`config.mk`:
```
export PLATFORM = sky130hd
export DESIGN_NAME = hb_spi_device_flat
export DESIGN_NICKNAME = d
export VERILOG_FILES = /design/src/hb_spi_pkg.sv /design/src/hb_spi_if.sv /design/src/hb_spi_device.sv /design/src/flat_wrapper.sv
export SDC_FILE = /design/constraint.sdc
export NUM_CORES = 1
export LEC_CHECK = 0
export BUFFER_PORTS_ARGS = -buffer_cell sky130_fd_sc_hd__buf_2
export CELL_PAD_IN_SITES_DETAIL_PLACEMENT = 0
export CELL_PAD_IN_SITES_GLOBAL_PLACEMENT = 1
export CORE_AREA = 2 2 133 135
export CTS_CLUSTER_SIZE = 20
export DETAILED_ROUTE_END_ITERATION = 16
export DIE_AREA = 0 0 135 137
export GPL_ROUTABILITY_DRIVEN = 0
export HOLD_SLACK_MARGIN = 0.08
export PLACE_DENSITY_LB_ADDON = 0.1
export SLEW_MARGIN = 20
export SYNTH_ARGS = -nofsm -noshare
export SYNTH_HDL_FRONTEND = slang
export SYNTH_SLANG_ARGS = --single-unit
```
`constraint.sdc`:
```
create_clock -name sys_clk_i -period 2.7 [get_ports sys_clk_i]
set_clock_uncertainty 0.1 [all_clocks]
set_input_delay 0.27 -clock sys_clk_i [delete_from_list [all_inputs] [get_ports sys_clk_i]]
set_output_delay 0.27 -clock sys_clk_i [all_outputs]
set_load 0.01 [all_outputs]
```
`src/hb_spi_pkg.sv`:
```
// Shared constants and types for the half-bridge serial control link
package hb_spi_pkg;
   localparam int FRAME_BITS = 16;
   localparam int CHAIN_BITS = 8;
   localparam int NUM_HB = 6;
   localparam int CLK_PERIOD_NS = 10;
   // Command frame field positions
   localparam int POS_STATUS_RESET = 15;
   localparam int POS_BRIDGE_SELECT = 14;
   localparam int POS_UNDERLOAD_SD = 13;
   localparam int POS_HB_ENABLE_LO = 7;
   localparam int POS_HB_CONFIG_LO = 1;
   localparam int POS_OVERVOLTAGE_LOCKOUT_EN = 0;
   // Diagnostic frame field positions
   localparam int POS_OVERCURRENT = 15;
   localparam int POS_SUPPLY_FAIL = 14;
   localparam int POS_UNDERLOAD = 13;
   localparam int POS_THERMAL_WARN = 0;
   localparam logic [15:0] CMD_RESET = 16'h0000;
   // Dead time between one side off and the other on
   localparam int DEAD_TIME_NS = 1500;
   localparam int DEAD_CYCLES = (DEAD_TIME_NS + CLK_PERIOD_NS - 1) / CLK_PERIOD_NS;
   // Least spacing between frames for a fault-clear to count
   localparam int CLEAR_GAP_US = 150;
   localparam int CLEAR_GAP_CYCLES = (CLEAR_GAP_US * 1000 + CLK_PERIOD_NS - 1) / CLK_PERIOD_NS;
   // Power-on sequence length after the enable rises
   localparam int POR_CYCLES = 16;
   // Host side: half period of the generated serial clock, and gaps
   localparam int HALF_SCK_CYCLES = 8;
   localparam int CS_SETUP_CYCLES = 8;
   localparam int CS_HIGH_CYCLES = 500;
   // Host register offsets
   localparam logic [3:0] REG_CTRL = 4'h0;
   localparam logic [3:0] REG_TX = 4'h1;
   localparam logic [3:0] REG_RX = 4'h2;
   localparam logic [3:0] REG_STATUS = 4'h3;
endpackage
```
`src/hb_spi_if.sv`:
```
// Serial link between the host controller and the half-bridge device
`timescale 1ns/1ps
interface hb_spi_if;
   logic enable;
   logic chip_select_n;
   logic sck;
   logic sdi;
   logic sdo;
   logic sdo_oe;
   modport device (input enable, input chip_select_n, input sck, input sdi,
      output sdo, output sdo_oe);
   modport host (output enable, output chip_select_n, output sck, output sdi,
      input sdo, input sdo_oe);
endinterface

```
`src/hb_spi_device.sv`:
```
// Half-bridge driver serial control: frame receive, check, latch and drive
// How it works
// Enable low clears everything, drivers reset
// Enable rise runs power-on sequence, then operates
// Master keeps enable high during transfers; the host passes any REG_CTRL write to enable at once, even mid-frame
// 16-bit full duplex frames plus thermal pre-bit
// Clock and data low before select falls
// MSB first, shifting only while selected
// Input sampled on falling serial clock
// Previous diagnostics shifted out on rising clock
// First 16 bits exact, then multiples of 8
// Valid frame latches last 16 bits
// Serial output released while select high
// Bit 15 clears all latched faults
// Bit 14 reserved, written zero
// Bit 13 enables underload shutdown per bridge
// Bits 12..7 enable bridges 6..1
// Bits 6..1 choose high or low side
// Bit 0 enables overvoltage lockout
// No shoot-through, dead time between sides
// Thermal pre-bit shown until first rising clock
// Diagnostic word layout fixed
// Fault clear ignored within 150 us
// Diagnostic word loaded when select falls
//
// The address map and the address-and-strobe port were left to the implementer.
`timescale 1ns/1ps
module hb_spi_device
   import hb_spi_pkg::*;
#(
   parameter int CLEAR_GAP = CLEAR_GAP_CYCLES
) (
   input wire logic sys_clk_i,
   input wire logic sys_rst_i,
   hb_spi_if.device link,
   input wire logic [NUM_HB-1:0] overcurrent_i,
   input wire logic [NUM_HB-1:0] underload_i,
   input wire logic thermal_shutdown_i,
   input wire logic supply_fail_i,
   input wire logic thermal_warning_i,
   output logic [NUM_HB-1:0] hs_on_o,
   output logic [NUM_HB-1:0] ls_on_o,
   output logic underload_shutdown_ctl_o,
   output logic overvoltage_lockout_en_o,
   output logic ready_o
);
   typedef enum logic [2:0] {
      ST_SLEEP = 3'b001,
      ST_POR = 3'b010,
      ST_RUN = 3'b100
   } mode_e;

   typedef struct packed {
      logic [1:0] en_s;
      logic [1:0] cs_s;
      logic [1:0] sck_s;
      logic [1:0] sdi_s;
      logic cs_d1;
      logic sck_d1;
      mode_e mode;
      logic [7:0] por_cnt;
      logic [15:0] rx;
      logic [15:0] tx;
      logic [15:0] bit_cnt;
      logic ready;
      logic sdo;
      logic sdo_oe;
      logic [15:0] cmd;
      logic [NUM_HB-1:0] oc_lat;
      logic [NUM_HB-1:0] ul_lat;
      logic tsd_lat;
      logic [17:0] gap_cnt;
      logic [NUM_HB-1:0] hs;
      logic [NUM_HB-1:0] ls;
      logic [NUM_HB-1:0][7:0] dead;
   } state_s;

   state_s q, d;
   logic en, cs_n, sck, sdi;
   logic cs_fall, cs_rise, sck_rise, sck_fall, frame_ok, clear_ok;
   logic [NUM_HB-1:0] want_hs, want_ls, bridge_en;
   logic [15:0] diag;

   assign en = q.en_s[1];
   assign cs_n = q.cs_s[1];
   assign sck = q.sck_s[1];
   assign sdi = q.sdi_s[1];

   always_comb begin
      d = q;
      // Two-stage synchronisers; only stage two is looked at
      d.en_s = {q.en_s[0], link.enable};
      d.cs_s = {q.cs_s[0], link.chip_select_n};
      d.sck_s = {q.sck_s[0], link.sck};
      d.sdi_s = {q.sdi_s[0], link.sdi};
      d.cs_d1 = cs_n;
      d.sck_d1 = sck;
      cs_fall = q.cs_d1 && !cs_n;
      cs_rise = !q.cs_d1 && cs_n;
      // Serial clock ignored while deselected; master keeps it low then
      sck_rise = !cs_n && !q.sck_d1 && sck;
      sck_fall = !cs_n && q.sck_d1 && !sck;
      frame_ok = (q.bit_cnt >= 16'(FRAME_BITS))
         && (q.bit_cnt[2:0] == 3'h0);
      clear_ok = (q.gap_cnt >= 18'(CLEAR_GAP));
      bridge_en = q.cmd[POS_UNDERLOAD_SD-1:POS_HB_ENABLE_LO] & ~q.oc_lat;
      // Underload shuts only the bridge that saw it, when enabled
      if (q.cmd[POS_UNDERLOAD_SD]) begin
         bridge_en = bridge_en & ~q.ul_lat;
      end
      if (q.tsd_lat) begin
         bridge_en = '0;
      end
      want_hs = bridge_en & q.cmd[POS_HB_ENABLE_LO-1:POS_HB_CONFIG_LO];
      want_ls = bridge_en & ~q.cmd[POS_HB_ENABLE_LO-1:POS_HB_CONFIG_LO];
      diag = {|q.oc_lat, supply_fail_i, |q.ul_lat,
         q.cmd[POS_UNDERLOAD_SD-1:POS_HB_ENABLE_LO],
         q.cmd[POS_HB_ENABLE_LO-1:POS_HB_CONFIG_LO], thermal_warning_i};
      if (q.gap_cnt != 18'h3ffff) begin
         d.gap_cnt = q.gap_cnt + 18'h00001;
      end
      // Faults latch; a set in the clearing cycle survives below
      d.oc_lat = q.oc_lat | overcurrent_i;
      d.ul_lat = q.ul_lat | underload_i;
      d.tsd_lat = q.tsd_lat | thermal_shutdown_i;
      unique case (q.mode)
         ST_SLEEP: begin
            if (en) begin
               d.mode = ST_POR;
            end
         end
         ST_POR: begin
            d.por_cnt = q.por_cnt + 8'h01;
            if (q.por_cnt == 8'(POR_CYCLES - 1)) begin
               d.mode = ST_RUN;
            end
         end
         ST_RUN: begin
            if (cs_fall) begin
               d.tx = diag;
               d.bit_cnt = '0;
            end
            if (sck_fall) begin
               d.rx = {q.rx[14:0], sdi};
               if (q.bit_cnt != 16'hffff) begin
                  d.bit_cnt = q.bit_cnt + 16'h0001;
               end
            end
            if (sck_rise) begin
               d.sdo = q.tx[15];
               d.tx = {q.tx[14:0], 1'b0};
            end else if (cs_fall) begin
               d.sdo = q.tsd_lat;
            end else if (!q.sdo_oe) begin
               d.sdo = 1'b0;
            end
            d.sdo_oe = !cs_n;
            if (cs_rise) begin
               if (frame_ok) begin
                  d.cmd = q.rx;
                  if (q.rx[POS_STATUS_RESET] && clear_ok) begin
                     d.oc_lat = overcurrent_i;
                     d.ul_lat = underload_i;
                     d.tsd_lat = thermal_shutdown_i;
                  end
               end
               d.gap_cnt = '0;
            end
         end
         default: d.mode = ST_SLEEP;
      endcase
      // Dead time: a side turns on only after both were off long enough
      for (int i = 0; i < NUM_HB; i++) begin
         if ((q.hs[i] && !want_hs[i]) || (q.ls[i] && !want_ls[i])) begin
            d.hs[i] = 1'b0;
            d.ls[i] = 1'b0;
            d.dead[i] = 8'(DEAD_CYCLES);
         end else if (q.dead[i] != 8'h00) begin
            d.dead[i] = q.dead[i] - 8'h01;
         end else begin
            d.hs[i] = want_hs[i];
            d.ls[i] = want_ls[i] & ~want_hs[i];
         end
      end
      if (!en) begin
         d = '0;
         d.mode = ST_SLEEP;
         d.en_s = {q.en_s[0], link.enable};
         d.cs_s = {q.cs_s[0], link.chip_select_n};
         d.cs_d1 = 1'b1;
         d.gap_cnt = 18'h3ffff;
      end
      d.ready = (d.mode == ST_RUN);
   end

   always_ff @(posedge sys_clk_i) begin
      if (sys_rst_i) begin
         q <= '0;
         q.mode <= ST_SLEEP;
         q.cs_s <= 2'b11;
         q.cs_d1 <= 1'b1;
         q.gap_cnt <= 18'h3ffff;
      end else begin
         q <= d;
      end
   end

   assign link.sdo = q.sdo;
   assign link.sdo_oe = q.sdo_oe;
   assign hs_on_o = q.hs;
   assign ls_on_o = q.ls;
   assign underload_shutdown_ctl_o = q.cmd[POS_UNDERLOAD_SD];
   assign overvoltage_lockout_en_o = q.cmd[POS_OVERVOLTAGE_LOCKOUT_EN];
   assign ready_o = q.ready;
endmodule

```
`src/flat_wrapper.sv`:
```
// flat-port wrapper written by rule: the top's interface ports become plain ports
module hb_spi_device_flat import hb_spi_pkg::*;
#(
   parameter int CLEAR_GAP = CLEAR_GAP_CYCLES
)
  (sys_clk_i, sys_rst_i, overcurrent_i, underload_i, thermal_shutdown_i, supply_fail_i, thermal_warning_i, hs_on_o, ls_on_o, underload_shutdown_ctl_o, overvoltage_lockout_en_o, ready_o, link_enable, link_chip_select_n, link_sck, link_sdi, link_sdo, link_sdo_oe);
  hb_spi_if link_i ();
  input wire logic sys_clk_i;
  input wire logic sys_rst_i;
  input wire logic [NUM_HB-1:0] overcurrent_i;
  input wire logic [NUM_HB-1:0] underload_i;
  input wire logic thermal_shutdown_i;
  input wire logic supply_fail_i;
  input wire logic thermal_warning_i;
  output logic [NUM_HB-1:0] hs_on_o;
  output logic [NUM_HB-1:0] ls_on_o;
  output logic underload_shutdown_ctl_o;
  output logic overvoltage_lockout_en_o;
  output logic ready_o;
  input wire logic [$bits(link_i.enable)-1:0] link_enable;
  input wire logic [$bits(link_i.chip_select_n)-1:0] link_chip_select_n;
  input wire logic [$bits(link_i.sck)-1:0] link_sck;
  input wire logic [$bits(link_i.sdi)-1:0] link_sdi;
  output wire logic [$bits(link_i.sdo)-1:0] link_sdo;
  output wire logic [$bits(link_i.sdo_oe)-1:0] link_sdo_oe;
  assign link_i.enable = link_enable;
  assign link_i.chip_select_n = link_chip_select_n;
  assign link_i.sck = link_sck;
  assign link_i.sdi = link_sdi;
  assign link_sdo = link_i.sdo;
  assign link_sdo_oe = link_i.sdo_oe;
  hb_spi_device #(.CLEAR_GAP(CLEAR_GAP)) u_core (.sys_clk_i(sys_clk_i), .sys_rst_i(sys_rst_i), .link(link_i), .overcurrent_i(overcurrent_i), .underload_i(underload_i), .thermal_shutdown_i(thermal_shutdown_i), .supply_fail_i(supply_fail_i), .thermal_warning_i(thermal_warning_i), .hs_on_o(hs_on_o), .ls_on_o(ls_on_o), .underload_shutdown_ctl_o(underload_shutdown_ctl_o), .overvoltage_lockout_en_o(overvoltage_lockout_en_o), .ready_o(ready_o));
endmodule
```
==> flow_metrics.env <==
export IMPL_outcome="completed"
export IMPL_drc_errors=0
export IMPL_drt_iter0_markers=344
export IMPL_multiInputGateArea_um2=4010
export IMPL_critPathKind="reg2reg"
export IMPL_via_per_inst=5.61
export IMPL_grtUsageMet1_pct=27.2
export IMPL_endpoint_kind="register"
export IMPL_cts_root_buf="clkbuf_16"
export IMPL_period_minus_slack_ns=2.45
export IMPL_yosysMostFrequentCell="dfxtp_1"
export IMPL_holdCritPathClass="in2reg"
export IMPL_cp_data_arrival_time_ns=2.65
export IMPL_grt_pass1_vias=6435
export IMPL_grt_busiest_layer="met2"
export IMPL_dp_cells=1168
export IMPL_irDropWorstVdd_mv=0.465
export IMPL_routedWlPerCell_um=15.3
export IMPL_clock_path_buffers=2
export IMPL_nNetsFinal=1015
export IMPL_synth_top_area_share_pct=44.8
export IMPL_cts_tree="done"
export IMPL_htree_levels=4
export IMPL_grtUsageMet2_pct=34.6
export IMPL_yosysUniqueCellTypes=58
export IMPL_clock_sinks=177
export IMPL_rows=48
export IMPL_dp_slack_ns=0.317
export IMPL_required_ns=2.89
export IMPL_synth_enable_flop_cells=0
export IMPL_register_area_um2=3540
export IMPL_p_leak_uw=0.00339
export IMPL_netlist_top_cells_count="177 x dfxtp_1, 117 x nor2_1, 98 x nand2_1"
export IMPL_rsz0062_at_grt="no"
export IMPL_maxCapViolCount=0
export IMPL_ys_warnings_count=0
export IMPL_start_kind="register"
export IMPL_die_width_um=135
export IMPL_setup_viol_count_final=0
export IMPL_n_fill_cell=1609
export IMPL_drv_slew=0
export IMPL_initial_core_util_pct=46.3
export IMPL_fin_area_um2=9010
export IMPL_power_density_nw_per_um2=563
export IMPL_place_area_um2=8240
export IMPL_postRouteAntennaNets=0
export IMPL_ys_flop_type="dfxtp_1"
export IMPL_setup_tns_ns=0
export IMPL_io_pins=38
export IMPL_die_h_um=137
export IMPL_yosys_area_top_type="dfxtp_1"
export IMPL_syn_cell_area_um2=7910
export IMPL_syn_inst=941
export IMPL_use_met3_pct=3.74
export IMPL_worstPathMaxFanout=5
export IMPL_grt_max_degree=52
export IMPL_setup_ws_ns=0.247
export IMPL_io_buffer_count=37
export IMPL_ys_seq_area_share_pct=44.8
export IMPL_worst_pin_slew_ns=0.817
export IMPL_async_reset_ff_share_pct=0
export IMPL_drive_above_1_share_pct=10.3
export IMPL_period_share_pct=90.8
export IMPL_core_area_um2=17100
export IMPL_drt_first_pass_iters=5
export IMPL_numCtsBuffers=17
export IMPL_track_usage_pct=20.7
export IMPL_grt_first_pass_wirelength_um=31000
export IMPL_hold_viol=0
export IMPL_place_hpwl_um=12500
export IMPL_clk_pin_slew_ns=0.07
export IMPL_ys_ff_latch=177
export IMPL_antenna_found_initial=0
export IMPL_num_antenna_cells=0
export IMPL_areaGrowthSynthToFinish_pct=13.9
export IMPL_vias=6846
export IMPL_grt_ovfl_total=0
export IMPL_finalNonFillerCells=1221
export IMPL_clk_latency_ns=0.43
export IMPL_syn_avg_cell_area_um2=8.40
export IMPL_max_freq_mhz=408
export IMPL_synth_nets=973
export IMPL_ys_top_cells_by_area="dfxtp_1 45%, a21oi_1 5.6%, nor2_1 5.6%"
export IMPL_fp_dieArea_um2=18500
export IMPL_postRouteWirelength_um=18700
export IMPL_max_slew_margin_pct=45.0
[flip-flops by register name, indices dropped and copies added (netlist names)]
signal                           count
u_core.ready_o                       1
u_core.ls_on_o                       6
u_core.q                           146
u_core.underload_shutdown_ctl_o      1
u_core.link.sdo                      1
u_core.overvoltage_lockout_en_o      1
u_core.link.sdo_oe                   1
u_core.en                            1
u_core.diag                         12
u_core.hs_on_o                       6
u_core.cs_n                          1
[per-layer routing]
metal	routed length [um]	up-vias
met1	9000	3246
met4	278	0
met3	702	23
met2	8680	134
met5	0	-
li1	-	3443
[worst max-delay path, stage by stage, from the launching register on]
cell and delay, ns:
dfxtp_1 0.32, inv_1 0.12, ha_1 0.25, nor4b_1 0.50, or4b_2 0.71, nand2_1 0.11, mux2_2 0.14, a21oi_1 0.05
[kinds of logic after synthesis]
group	synth area share [%]
adders and majority gates	1.74
muxes	3.43
AOI/OAI and AO/OA	17.4
DFF	44.8
xor gates and xnor gates	3.43
and+or+nand+nor	24.5
buffers and inverters	4.70
[layout make-up]
| type | count | share of cell area [%] |
|---|---|---|
| clock buffer | 20 | 4.96 |
| clock inverter | 12 | 1.21 |
| inverter | 26 | 1.08 |
| multi-input combinational | 688 | 44.5 |
| sequential | 177 | 39.3 |
| tap | 225 | 3.13 |
| timing repair buffer | 73 | 5.78 |
[power by group]
part           internal (uW)  switching (uW)
clock                   1300            1050
combinational           43.9            46.0
sequential              2620            7.47
[final timing paths]
check | startpoint | end | slack, ns | depth (start not counted)
worst min register to register | u_core.q[175]$_SDFF_PP1_ | u_core.cs_n$_SDFF_PP1_ | 0.31 | 1
worst max-delay path | u_core.q[24]$_SDFFE_PP0P_ | u_core.q[26]$_SDFFE_PP0P_ | 0.25 | 7
worst max register to register | u_core.q[24]$_SDFFE_PP0P_ | u_core.q[26]$_SDFFE_PP0P_ | 0.25 | 7
worst min-delay path | supply_fail_i | u_core.q[140]$_SDFFE_PP0P_ | 0.19 | 3
[placed cells by master (no fill, tap or decap), drive strengths merged, types with 11 or more instances in the layout]
cell type / synthesis / final
mux2i: 26 / 26
a22oi: 16 / 16
xnor2: 22 / 22
dfxtp: 177 / 177
o21ai: 46 / 46
nand2: 98 / 98
buf: 23 / 52
nor3: 31 / 31
nand3: 37 / 37
nor2: 117 / 117
dlygate4sd3: 0 / 21
a31oi: 18 / 18
o31ai: 16 / 16
a211oi: 25 / 25
clkbuf: 27 / 20
inv: 26 / 29
nor3b: 12 / 12
nor4: 15 / 15
ha: 11 / 11
a21oi: 88 / 88
[stage by stage]
stage	utilization [%]	hold WS [ns]	total power, uW
after CTS	52.8	0.170	5120
after global placement	48.3	0.301	2750
after floorplan	-	0.242	2710
after global routing	52.8	0.189	5230
final	52.8	0.186	5070
after detailed placement	48.3	0.299	2750
[repair_timing]
item / 4_1_cts / 5_1_grt
endpoints found under the hold margin: 20 / 0
hold buffers: 21 / 0
gates resized for setup: 0 / 0
buffers inserted: 0 / 0
No activity file was read; power rests on OpenSTA's default activity.
